## config.mk

```make
export PLATFORM = sky130hd
export DESIGN_NAME = pss_preset_speed_select
export DESIGN_NICKNAME = d
export VERILOG_FILES = /design/src/pkg/pss_pkg.sv /design/src/core/pss_sel_decode.sv /design/src/core/pss_preset_table.sv /design/src/core/pss_preset_speed_select.sv
export SDC_FILE = /design/constraint.sdc
export NUM_CORES = 1
export LEC_CHECK = 0
export BUFFER_PORTS_ARGS = -buffer_cell sky130_fd_sc_hd__buf_4
export CAP_MARGIN = 30
export CORE_MARGIN = 4
export CORE_UTILIZATION = 30
export CTS_CLUSTER_DIAMETER = 30
export DETAILED_ROUTE_END_ITERATION = 6
export PLACE_DENSITY = 0.46
export SLEW_MARGIN = 40
export SYNTH_ARGS = -nofsm -noshare
export SYNTH_HDL_FRONTEND = slang
export SYNTH_SLANG_ARGS = --single-unit
```

## constraint.sdc

```tcl
create_clock -name i_clk -period 3.65 [get_ports i_clk]
set_clock_uncertainty 0.1 [all_clocks]
set_input_delay 0.365 -clock i_clk [delete_from_list [all_inputs] [get_ports i_clk]]
set_output_delay 0.365 -clock i_clk [all_outputs]
set_load 0.05 [all_outputs]
```

## src/pkg/pss_pkg.sv

```systemverilog
// constants, types and helpers shared by the preset speed select block
// assumes a single 25 MHz clock domain and an APB register port
package pss_pkg;
  localparam int N_TERM    = 5;
  localparam int N_SPEED   = 16;
  localparam int IDX_W     = 4;
  localparam int FREQ_W    = 16;
  localparam int CODE_W    = 8;
  localparam int ADDR_W    = 12;
  localparam int DATA_W    = 32;

  typedef logic [FREQ_W-1:0] pss_freq_t;
  typedef logic [CODE_W-1:0] pss_code_t;
  typedef logic [IDX_W-1:0]  pss_idx_t;

  // terminal function codes, speed_sel_bit0 .. speed_sel_bit3
  localparam pss_code_t CODE_SEL_BIT0 = 8'h02;
  localparam pss_code_t CODE_UNUSED   = 8'h00;

  // freq_source_param and speed_method_param codes
  localparam logic [1:0] SRC_TERMINAL  = 2'h1;
  localparam logic [1:0] SRC_RESET     = 2'h0;
  localparam logic [1:0] METHOD_BINARY = 2'h0;

  // byte addresses
  localparam logic [ADDR_W-1:0] OFS_CTRL      = 12'h000;
  localparam logic [ADDR_W-1:0] OFS_FREQ_SET  = 12'h004;
  localparam logic [ADDR_W-1:0] OFS_EDIT      = 12'h008;
  localparam logic [ADDR_W-1:0] OFS_STORE     = 12'h00C;
  localparam logic [ADDR_W-1:0] OFS_TABLE_RD  = 12'h010;
  localparam logic [ADDR_W-1:0] OFS_STATUS    = 12'h014;
  localparam logic [ADDR_W-1:0] OFS_FUNC_BASE = 12'h020;
  localparam logic [ADDR_W-1:0] OFS_FUNC_LAST = 12'h030;

  // field positions
  localparam int CTRL_SRC_LSB  = 0;
  localparam int CTRL_MTH_LSB  = 2;
  localparam int EDIT_VAL_LSB  = 0;
  localparam int EDIT_IDX_LSB  = 16;
  localparam int STORE_BIT     = 0;
  localparam int STAT_FRQ_LSB  = 0;
  localparam int STAT_IDX_LSB  = 16;
  localparam int STAT_OVR_BIT  = 20;

  localparam pss_freq_t PRESET_RESET = 16'h0000;

  typedef struct packed {
    logic [1:0] src;
    logic [1:0] method;
  } pss_cfg_s;

  typedef struct packed {
    pss_idx_t idx;
    logic     active;
  } pss_sel_s;

  typedef struct packed {
    logic      en;
    pss_idx_t  idx;
    pss_freq_t val;
  } pss_wr_s;

  // one-hot of the speed select bit a terminal code carries
  function automatic logic [IDX_W-1:0] pss_code_bits(input pss_code_t code);
    logic [IDX_W-1:0] r;
    r = '0;
    for (int b = 0; b < IDX_W; b++) begin
      if (code == CODE_SEL_BIT0 + pss_code_t'(b)) begin
        r[b] = 1'b1;
      end
    end
    return r;
  endfunction : pss_code_bits
endpackage : pss_pkg

```

## src/core/pss_sel_decode.sv

```systemverilog
// terminal synchroniser and speed index decoder
// assumes terminals are asynchronous pins; function codes come from same-clock registers
`timescale 1ns/100ps
module pss_sel_decode
  import pss_pkg::*;
(
  input  wire logic                         i_clk,
  input  wire logic                         i_nrst,
  input  wire logic                         i_ce,
  input  wire logic [N_TERM-1:0]            i_term,
  input  wire logic [N_TERM-1:0][CODE_W-1:0] i_func,
  output pss_sel_s                          o_sel
);
  logic [N_TERM-1:0] meta_q;
  logic [N_TERM-1:0] sync_q;
  pss_sel_s          sel_q;
  pss_sel_s          sel_d;

  always_comb begin
    sel_d = sel_q;
    if (i_ce) begin
      sel_d.idx = '0;
      for (int t = 0; t < N_TERM; t++) begin
        if (sync_q[t]) begin
          sel_d.idx = sel_d.idx | pss_code_bits(i_func[t]);
        end
      end
      sel_d.active = |sel_d.idx;
    end
  end

  always_ff @(posedge i_clk or negedge i_nrst) begin
    if (!i_nrst) begin
      meta_q <= '0;
      sync_q <= '0;
      sel_q  <= '0;
    end else begin
      if (i_ce) begin
        meta_q <= i_term;
        sync_q <= meta_q;
      end
      sel_q <= sel_d;
    end
  end

  assign o_sel = sel_q;
endmodule : pss_sel_decode

```

## src/core/pss_preset_table.sv

```systemverilog
// sixteen-entry preset frequency storage, one write and two read ports
// assumes writes come only from the store action of the register block
`timescale 1ns/100ps
module pss_preset_table
  import pss_pkg::*;
(
  input  wire logic      i_clk,
  input  wire logic      i_nrst,
  input  wire logic      i_ce,
  input  pss_wr_s        i_wr,
  input  pss_idx_t       i_sel_idx,
  input  pss_idx_t       i_rd_idx,
  output pss_freq_t      o_sel_freq,
  output pss_freq_t      o_rd_freq
);
  pss_freq_t mem_q [N_SPEED];
  pss_freq_t mem_d [N_SPEED];

  always_comb begin
    for (int i = 0; i < N_SPEED; i++) begin
      mem_d[i] = mem_q[i];
    end
    if (i_ce && i_wr.en) begin
      mem_d[i_wr.idx] = i_wr.val;
    end
  end

  always_ff @(posedge i_clk or negedge i_nrst) begin
    if (!i_nrst) begin
      for (int i = 0; i < N_SPEED; i++) begin
        mem_q[i] <= PRESET_RESET;
      end
    end else begin
      for (int i = 0; i < N_SPEED; i++) begin
        mem_q[i] <= mem_d[i];
      end
    end
  end

  assign o_sel_freq = mem_q[i_sel_idx];
  assign o_rd_freq  = mem_q[i_rd_idx];
endmodule : pss_preset_table

```

## src/core/pss_preset_speed_select.sv

```systemverilog
// preset speed select top: APB registers, override mux, output frequency
// assumes a 25 MHz clock, asynchronous active-low reset, APB master on same clock
`timescale 1ns/100ps
module pss_preset_speed_select
  import pss_pkg::*;
(
  input  wire logic              i_clk,
  input  wire logic              i_nrst,
  input  wire logic              i_ce,
  input  wire logic [N_TERM-1:0] i_term,
  input  wire pss_freq_t         i_term_freq,
  input  wire logic              i_psel,
  input  wire logic              i_penable,
  input  wire logic              i_pwrite,
  input  wire logic [ADDR_W-1:0] i_paddr,
  input  wire logic [DATA_W-1:0] i_pwdata,
  output logic [DATA_W-1:0]      o_prdata,
  output logic                   o_pready,
  output logic                   o_pslverr,
  output pss_freq_t              o_out_freq,
  output logic                   o_override,
  output pss_idx_t               o_speed_idx
);
  typedef enum logic [1:0] {
    ST_IDLE = 2'b01,
    ST_DONE = 2'b10
  } pss_apb_e;

  // address decode shared by read and write paths
  function automatic logic is_func(input logic [ADDR_W-1:0] a);
    return (a >= OFS_FUNC_BASE) && (a <= OFS_FUNC_LAST) && (a[1:0] == 2'h0);
  endfunction : is_func

  function automatic logic addr_ok(input logic [ADDR_W-1:0] a);
    return (a == OFS_CTRL) || (a == OFS_FREQ_SET) || (a == OFS_EDIT) ||
           (a == OFS_STORE) || (a == OFS_TABLE_RD) || (a == OFS_STATUS) || is_func(a);
  endfunction : addr_ok

  function automatic int func_slot(input logic [ADDR_W-1:0] a);
    logic [ADDR_W-1:0] d;
    d = a - OFS_FUNC_BASE;
    return int'(d[ADDR_W-1:2]);
  endfunction : func_slot

  // register state
  pss_cfg_s                    cfg_q;
  pss_cfg_s                    cfg_d;
  pss_freq_t                   freq_set_q;
  pss_freq_t                   freq_set_d;
  logic [N_TERM-1:0][CODE_W-1:0] func_q;
  logic [N_TERM-1:0][CODE_W-1:0] func_d;
  pss_idx_t                    edit_idx_q;
  pss_idx_t                    edit_idx_d;
  pss_freq_t                   edit_val_q;
  pss_freq_t                   edit_val_d;
  pss_wr_s                     wr;

  // bus response state
  pss_apb_e                    st_q;
  pss_apb_e                    st_d;
  logic [DATA_W-1:0]           prdata_q;
  logic [DATA_W-1:0]           prdata_d;
  logic                        pready_q;
  logic                        pready_d;
  logic                        pslverr_q;
  logic                        pslverr_d;

  // output state
  pss_freq_t                   out_freq_q;
  pss_freq_t                   out_freq_d;
  logic                        override_q;
  logic                        override_d;
  pss_idx_t                    speed_idx_q;
  pss_idx_t                    speed_idx_d;

  pss_sel_s                    sel;
  pss_freq_t                   sel_freq;
  pss_freq_t                   rd_freq;
  logic                        wr_take;

  pss_sel_decode u_decode (
    .i_clk  (i_clk),
    .i_nrst (i_nrst),
    .i_ce   (i_ce),
    .i_term (i_term),
    .i_func (func_q),
    .o_sel  (sel)
  );

  pss_preset_table u_table (
    .i_clk      (i_clk),
    .i_nrst     (i_nrst),
    .i_ce       (i_ce),
    .i_wr       (wr),
    .i_sel_idx  (sel.idx),
    .i_rd_idx   (edit_idx_q),
    .o_sel_freq (sel_freq),
    .o_rd_freq  (rd_freq)
  );

  // write takes effect on the edge where the master sees pready
  assign wr_take = i_ce && (st_q == ST_DONE) && i_psel && i_penable && i_pwrite &&
                   addr_ok(i_paddr);

  // apb response sequencing and read data
  always_comb begin
    st_d      = st_q;
    prdata_d  = prdata_q;
    pready_d  = pready_q;
    pslverr_d = pslverr_q;
    if (i_ce) begin
      case (st_q)
        ST_IDLE: begin
          pready_d  = 1'b0;
          pslverr_d = 1'b0;
          if (i_psel && i_penable) begin
            st_d      = ST_DONE;
            pready_d  = 1'b1;
            pslverr_d = !addr_ok(i_paddr);
            prdata_d  = '0;
            if (!i_pwrite) begin
              if (i_paddr == OFS_CTRL) begin
                prdata_d[CTRL_SRC_LSB +: 2] = cfg_q.src;
                prdata_d[CTRL_MTH_LSB +: 2] = cfg_q.method;
              end else if (i_paddr == OFS_FREQ_SET) begin
                prdata_d[FREQ_W-1:0] = freq_set_q;
              end else if (i_paddr == OFS_EDIT) begin
                prdata_d[EDIT_VAL_LSB +: FREQ_W] = edit_val_q;
                prdata_d[EDIT_IDX_LSB +: IDX_W]  = edit_idx_q;
              end else if (i_paddr == OFS_TABLE_RD) begin
                prdata_d[FREQ_W-1:0] = rd_freq;
              end else if (i_paddr == OFS_STATUS) begin
                prdata_d[STAT_FRQ_LSB +: FREQ_W] = out_freq_q;
                prdata_d[STAT_IDX_LSB +: IDX_W]  = speed_idx_q;
                prdata_d[STAT_OVR_BIT]           = override_q;
              end else if (is_func(i_paddr)) begin
                prdata_d[CODE_W-1:0] = func_q[func_slot(i_paddr)];
              end
            end
          end
        end
        ST_DONE: begin
          st_d      = ST_IDLE;
          pready_d  = 1'b0;
          pslverr_d = 1'b0;
        end
        default: begin
          st_d      = ST_IDLE;
          pready_d  = 1'b0;
          pslverr_d = 1'b0;
        end
      endcase
    end
  end

  // software-written configuration and preset editing
  always_comb begin
    cfg_d      = cfg_q;
    freq_set_d = freq_set_q;
    func_d     = func_q;
    edit_idx_d = edit_idx_q;
    edit_val_d = edit_val_q;
    wr         = '0;
    if (wr_take) begin
      if (i_paddr == OFS_CTRL) begin
        cfg_d.src    = i_pwdata[CTRL_SRC_LSB +: 2];
        cfg_d.method = i_pwdata[CTRL_MTH_LSB +: 2];
      end else if (i_paddr == OFS_FREQ_SET) begin
        freq_set_d = i_pwdata[FREQ_W-1:0];
      end else if (i_paddr == OFS_EDIT) begin
        edit_val_d = i_pwdata[EDIT_VAL_LSB +: FREQ_W];
        edit_idx_d = i_pwdata[EDIT_IDX_LSB +: IDX_W];
      end else if (i_paddr == OFS_STORE) begin
        wr.en  = i_pwdata[STORE_BIT];
        wr.idx = edit_idx_q;
        wr.val = edit_val_q;
      end else if (is_func(i_paddr)) begin
        func_d[func_slot(i_paddr)] = i_pwdata[CODE_W-1:0];
      end
    end
  end

  // frequency selection and override
  always_comb begin
    out_freq_d  = out_freq_q;
    override_d  = override_q;
    speed_idx_d = speed_idx_q;
    if (i_ce) begin
      speed_idx_d = sel.idx;
      override_d  = (cfg_q.src == SRC_TERMINAL) && (cfg_q.method == METHOD_BINARY) &&
                    sel.active;
      if (cfg_q.src == SRC_TERMINAL) begin
        if (override_d) begin
          out_freq_d = sel_freq;
        end else begin
          out_freq_d = i_term_freq;
        end
      end else begin
        out_freq_d = freq_set_q;
      end
    end
  end

  always_ff @(posedge i_clk or negedge i_nrst) begin
    if (!i_nrst) begin
      cfg_q       <= '{src: SRC_RESET, method: METHOD_BINARY};
      freq_set_q  <= PRESET_RESET;
      func_q      <= {N_TERM{CODE_UNUSED}};
      edit_idx_q  <= '0;
      edit_val_q  <= PRESET_RESET;
      st_q        <= ST_IDLE;
      prdata_q    <= '0;
      pready_q    <= 1'b0;
      pslverr_q   <= 1'b0;
      out_freq_q  <= PRESET_RESET;
      override_q  <= 1'b0;
      speed_idx_q <= '0;
    end else begin
      cfg_q       <= cfg_d;
      freq_set_q  <= freq_set_d;
      func_q      <= func_d;
      edit_idx_q  <= edit_idx_d;
      edit_val_q  <= edit_val_d;
      st_q        <= st_d;
      prdata_q    <= prdata_d;
      pready_q    <= pready_d;
      pslverr_q   <= pslverr_d;
      out_freq_q  <= out_freq_d;
      override_q  <= override_d;
      speed_idx_q <= speed_idx_d;
    end
  end

  assign o_prdata    = prdata_q;
  assign o_pready    = pready_q;
  assign o_pslverr   = pslverr_q;
  assign o_out_freq  = out_freq_q;
  assign o_override  = override_q;
  assign o_speed_idx = speed_idx_q;
endmodule : pss_preset_speed_select

```

==> results.md <==
- Post-detailed-route count of antenna-violating nets: 0
- Outcome: complete, no violations
- Post CTS Setup Buffer Count: 0
- Global-route wire length before repair: between 100 and 150 mm
- Highest-delay cell along the critical path: sky130_fd_sc_hd__or4_4
- Worst Setup Path Type: flop to flop
- Number of flops mapped to enable cells by yosys: 0
- Netlist cell types: between 60 and 70
- Maximum clock path buffer count: 3
- Sequential-to-total area share from yosys stat: 48.1%
- Count of maximum capacitance violations: 0
- Diode insertion count for antenna repair: 0
- Count of nets after finishing: 1821
- Routed wire length per instance: 27.5 um
- Post-synthesis sequential element count: about 400
- DRT iter0 DRCs: ~1200
- Critical Path Start Type: flop
- Number of antenna violations at the first check in global routing: 0
- Y dimension of the die: 270 um
- Achievable clock frequency: 0.324 GHz
- Commonest non-fill, non-tap cells in the layout: sky130_fd_sc_hd__dfrtp_1 (390), sky130_fd_sc_hd__mux2_2 (221), sky130_fd_sc_hd__buf_4 (195)
- Synthesis warning total: 0
- Peak ir drop on the vdd network: ~0.00035 V
- Fraction of layout cells with a size suffix above 1: about 42%
- Horiz. Die Dim: 270 um
- Tot GR Track Use: slightly above 20%
- Length of the first detailed-routing pass in iterations: 5
- Number of pins with negative max-slew slack in the final report: 0
- Routed WL: around 74 mm
- Half-perimeter wire length after detailed placement: between 50 and 60 mm
- Leak Pwr: ~12 nW
- TritonCTS buffer count: 95
- Instance count of the mapped netlist: between 1500 and 2000
- Predominant post-synthesis flop cell: sky130_fd_sc_hd__dfrtp_1
- Clock insertion delay at the later pin of the skew report: between 0.6 and 0.7 ns
- Cells resized by post-CTS repair: 0
- Most common library cell in the layout ignoring fill and taps: sky130_fd_sc_hd__dfrtp_1
- Period minus WS final: between 3 and 4 ns
- Site Rows: 95
- IO Count: 126
- Library cell appearing most often on the critical path: sky130_fd_sc_hd__buf_4
- Total Negative Setup Slacks: 0 ns
- Clock transition at the registers of the reported paths: ~0.050 ns
- Core region area: slightly below 0.07 sq mm
- Unrepaired setup endpoints after global routing: no
- Post-Synthesis Cell Area: slightly above 0.02 sq mm
- Die Area: between 0.07 and 0.08 sq mm
- Setup-violating endpoint count in the final report: 0
- TritonCTS clock tree: built
- Remaining max-slew budget at the tightest pin: between 40% and 50%
- Path type of the worst min-delay path: input port to flop
- Initial core utilization: between 30% and 40%
- Count of final hold-check violations: 0
- Power consumption: 13.8 mW
- Crit-path max cell delay: between 0.5 and 0.6 ns
- Maximum number of pins on one net before global-route repair: 69
- CTS hold repair buffers: 40
- Placer congestion estimate: 0.832
- Post-DR vias/cell: approximately 5.7
- Total number of vias: around 15000
- Worst-path cell chain: nand3b_1, or4_4, a2111o_1, buf_4, or3_1, buf_4, a22o_1
- Count of buffers from port buffering: 102
- Maximum fanout along the worst path: 17
- Root buffer cell: sky130_fd_sc_hd__clkbuf_16
- Clock Sinks: approximately 400
- Slew of the pin with the lowest slew margin: about 0.84 ns
- Critical path capture point type: flop
- Ys async rst share: 100%
- CTS H-Tree Depth: 3
- Cell Pwr Density: approximately 520 mW/mm^2
- Area overhead of the layout relative to synthesis: 29.0%
- Avg Inst Size Synth: 13.4 sq um
- Total grt overflow: 0
- Critical path data arrival time: around 3.5 ns
- Via count of the first global-routing pass: 16100
- DRC viols: 0
- Critical Path RT: approximately 4.0 ns
- Final Cycle Share: between 80 and 90%
cells by family after synthesis:
group                      after synthesis  synth area share, %
other                                    1               0.0182
buffers and inverters                  177                 3.67
adders and majority gates                2                0.121
xor gates and xnor gates                 1               0.0424
DFF                                    397                 48.1
AOI/OAI and AO/OA                      326                 12.1
muxes                                  396                 28.9
and+or+nand+nor                        243                 6.98
critical path, delay by kind of cell, from the launching register on:
kind	cells	cell delay [ns]
buffers and inverters	2	0.53
AO/OA/AOI/OAI	2	0.81
AND/OR/NAND/NOR	3	1.12
flip-flops	1	0.37
power breakdown:
group / switching (mW) / internal (mW)
Combinational: 0.435 / 0.243
Sequential: 0.0590 / 4.46
Clock: 2.73 / 5.88
Total: 3.23 / 10.6
cells in the mapped netlist (14+ instances only):
cell type | count | area share [%]
sky130_fd_sc_hd__a21oi_1 | 38 | 0.92
sky130_fd_sc_hd__a221oi_1 | 20 | 0.85
sky130_fd_sc_hd__a22o_1 | 148 | 6.3
sky130_fd_sc_hd__buf_1 | 36 | 0.65
sky130_fd_sc_hd__buf_2 | 15 | 0.36
sky130_fd_sc_hd__buf_4 | 14 | 0.51
sky130_fd_sc_hd__clkbuf_1 | 86 | 1.6
sky130_fd_sc_hd__dfrtp_1 | 396 | 48
sky130_fd_sc_hd__inv_1 | 20 | 0.36
sky130_fd_sc_hd__mux2_2 | 221 | 12
sky130_fd_sc_hd__mux2i_1 | 30 | 1.5
sky130_fd_sc_hd__mux4_2 | 135 | 15
sky130_fd_sc_hd__nand2_1 | 33 | 0.60
sky130_fd_sc_hd__nor2_1 | 74 | 1.3
sky130_fd_sc_hd__nor3_1 | 20 | 0.48
sky130_fd_sc_hd__o21ai_0 | 33 | 0.80
sky130_fd_sc_hd__o22ai_1 | 26 | 0.79
registers in the layout (all words and copies together), names as in the netlist:
register / count
edit_idx_q: 4
u_decode.sync_q: 5
o_prdata: 21
o_out_freq: 16
u_decode.meta_q: 5
u_decode.o_sel: 5
freq_set_q: 16
o_pready: 1
func_q: 40
edit_val_q: 16
o_override: 1
cfg_q: 4
st_q: 2
u_table.mem_q: 256
o_pslverr: 1
o_speed_idx: 4
worst paths after layout:
| path | to | from | slack (ns) | cells after the start |
|---|---|---|---|---|
| setup / recovery | u_table.mem_q[114] | st_q[0] | 0.57 | 7 |
| hold / removal | o_out_freq[2] | i_term_freq[2] | 0.05 | 3 |
| setup reg to reg | u_table.mem_q[114] | st_q[0] | 0.57 | 7 |
| hold reg to reg | o_prdata[8] | o_prdata[8] | 0.38 | 2 |
| max in group asynchronous | edit_idx_q[0] | i_nrst | 2.17 | 5 |
| min in group asynchronous | u_decode.sync_q[1] | i_nrst | 0.19 | 3 |
metrics by stage:
step	area (sq um)	setup WS [ns]	util, %	hold slack (ns)	instances
CTS	26700	0.558	39.3	0.00466	2698
detailed placement	23000	0.179	33.9	0.0431	2484
floorplan	20700	0.531	-	-0.0306	1553
global route	26700	0.479	39.3	0.0250	2698
finish	26700	0.565	39.3	0.0504	2698
global placement	22900	0.198	33.8	0.373	2482
layout make-up:
class	instances	area [sq um]
Clock inverter	49	639
Sequential cell	397	9950
Multi-Input combinational cell	979	10000
Timing Repair Buffer	252	2210
Fill cell	6489	41100
Tap cell	873	1090
Inverter	23	86.3
Clock buffer	125	2650
routing by layer:
metal | GRT usage, % | part of all wire [%] | up-vias
met2 | 32.0 | 47 | 539
met4 | 5.76 | 2.6 | 0
li1 | - | - | 6459
met5 | 0 | 0 | -
met3 | 4.33 | 6.0 | 115
met1 | 28.0 | 44 | 8255
(Power assumes the default switching activity.)
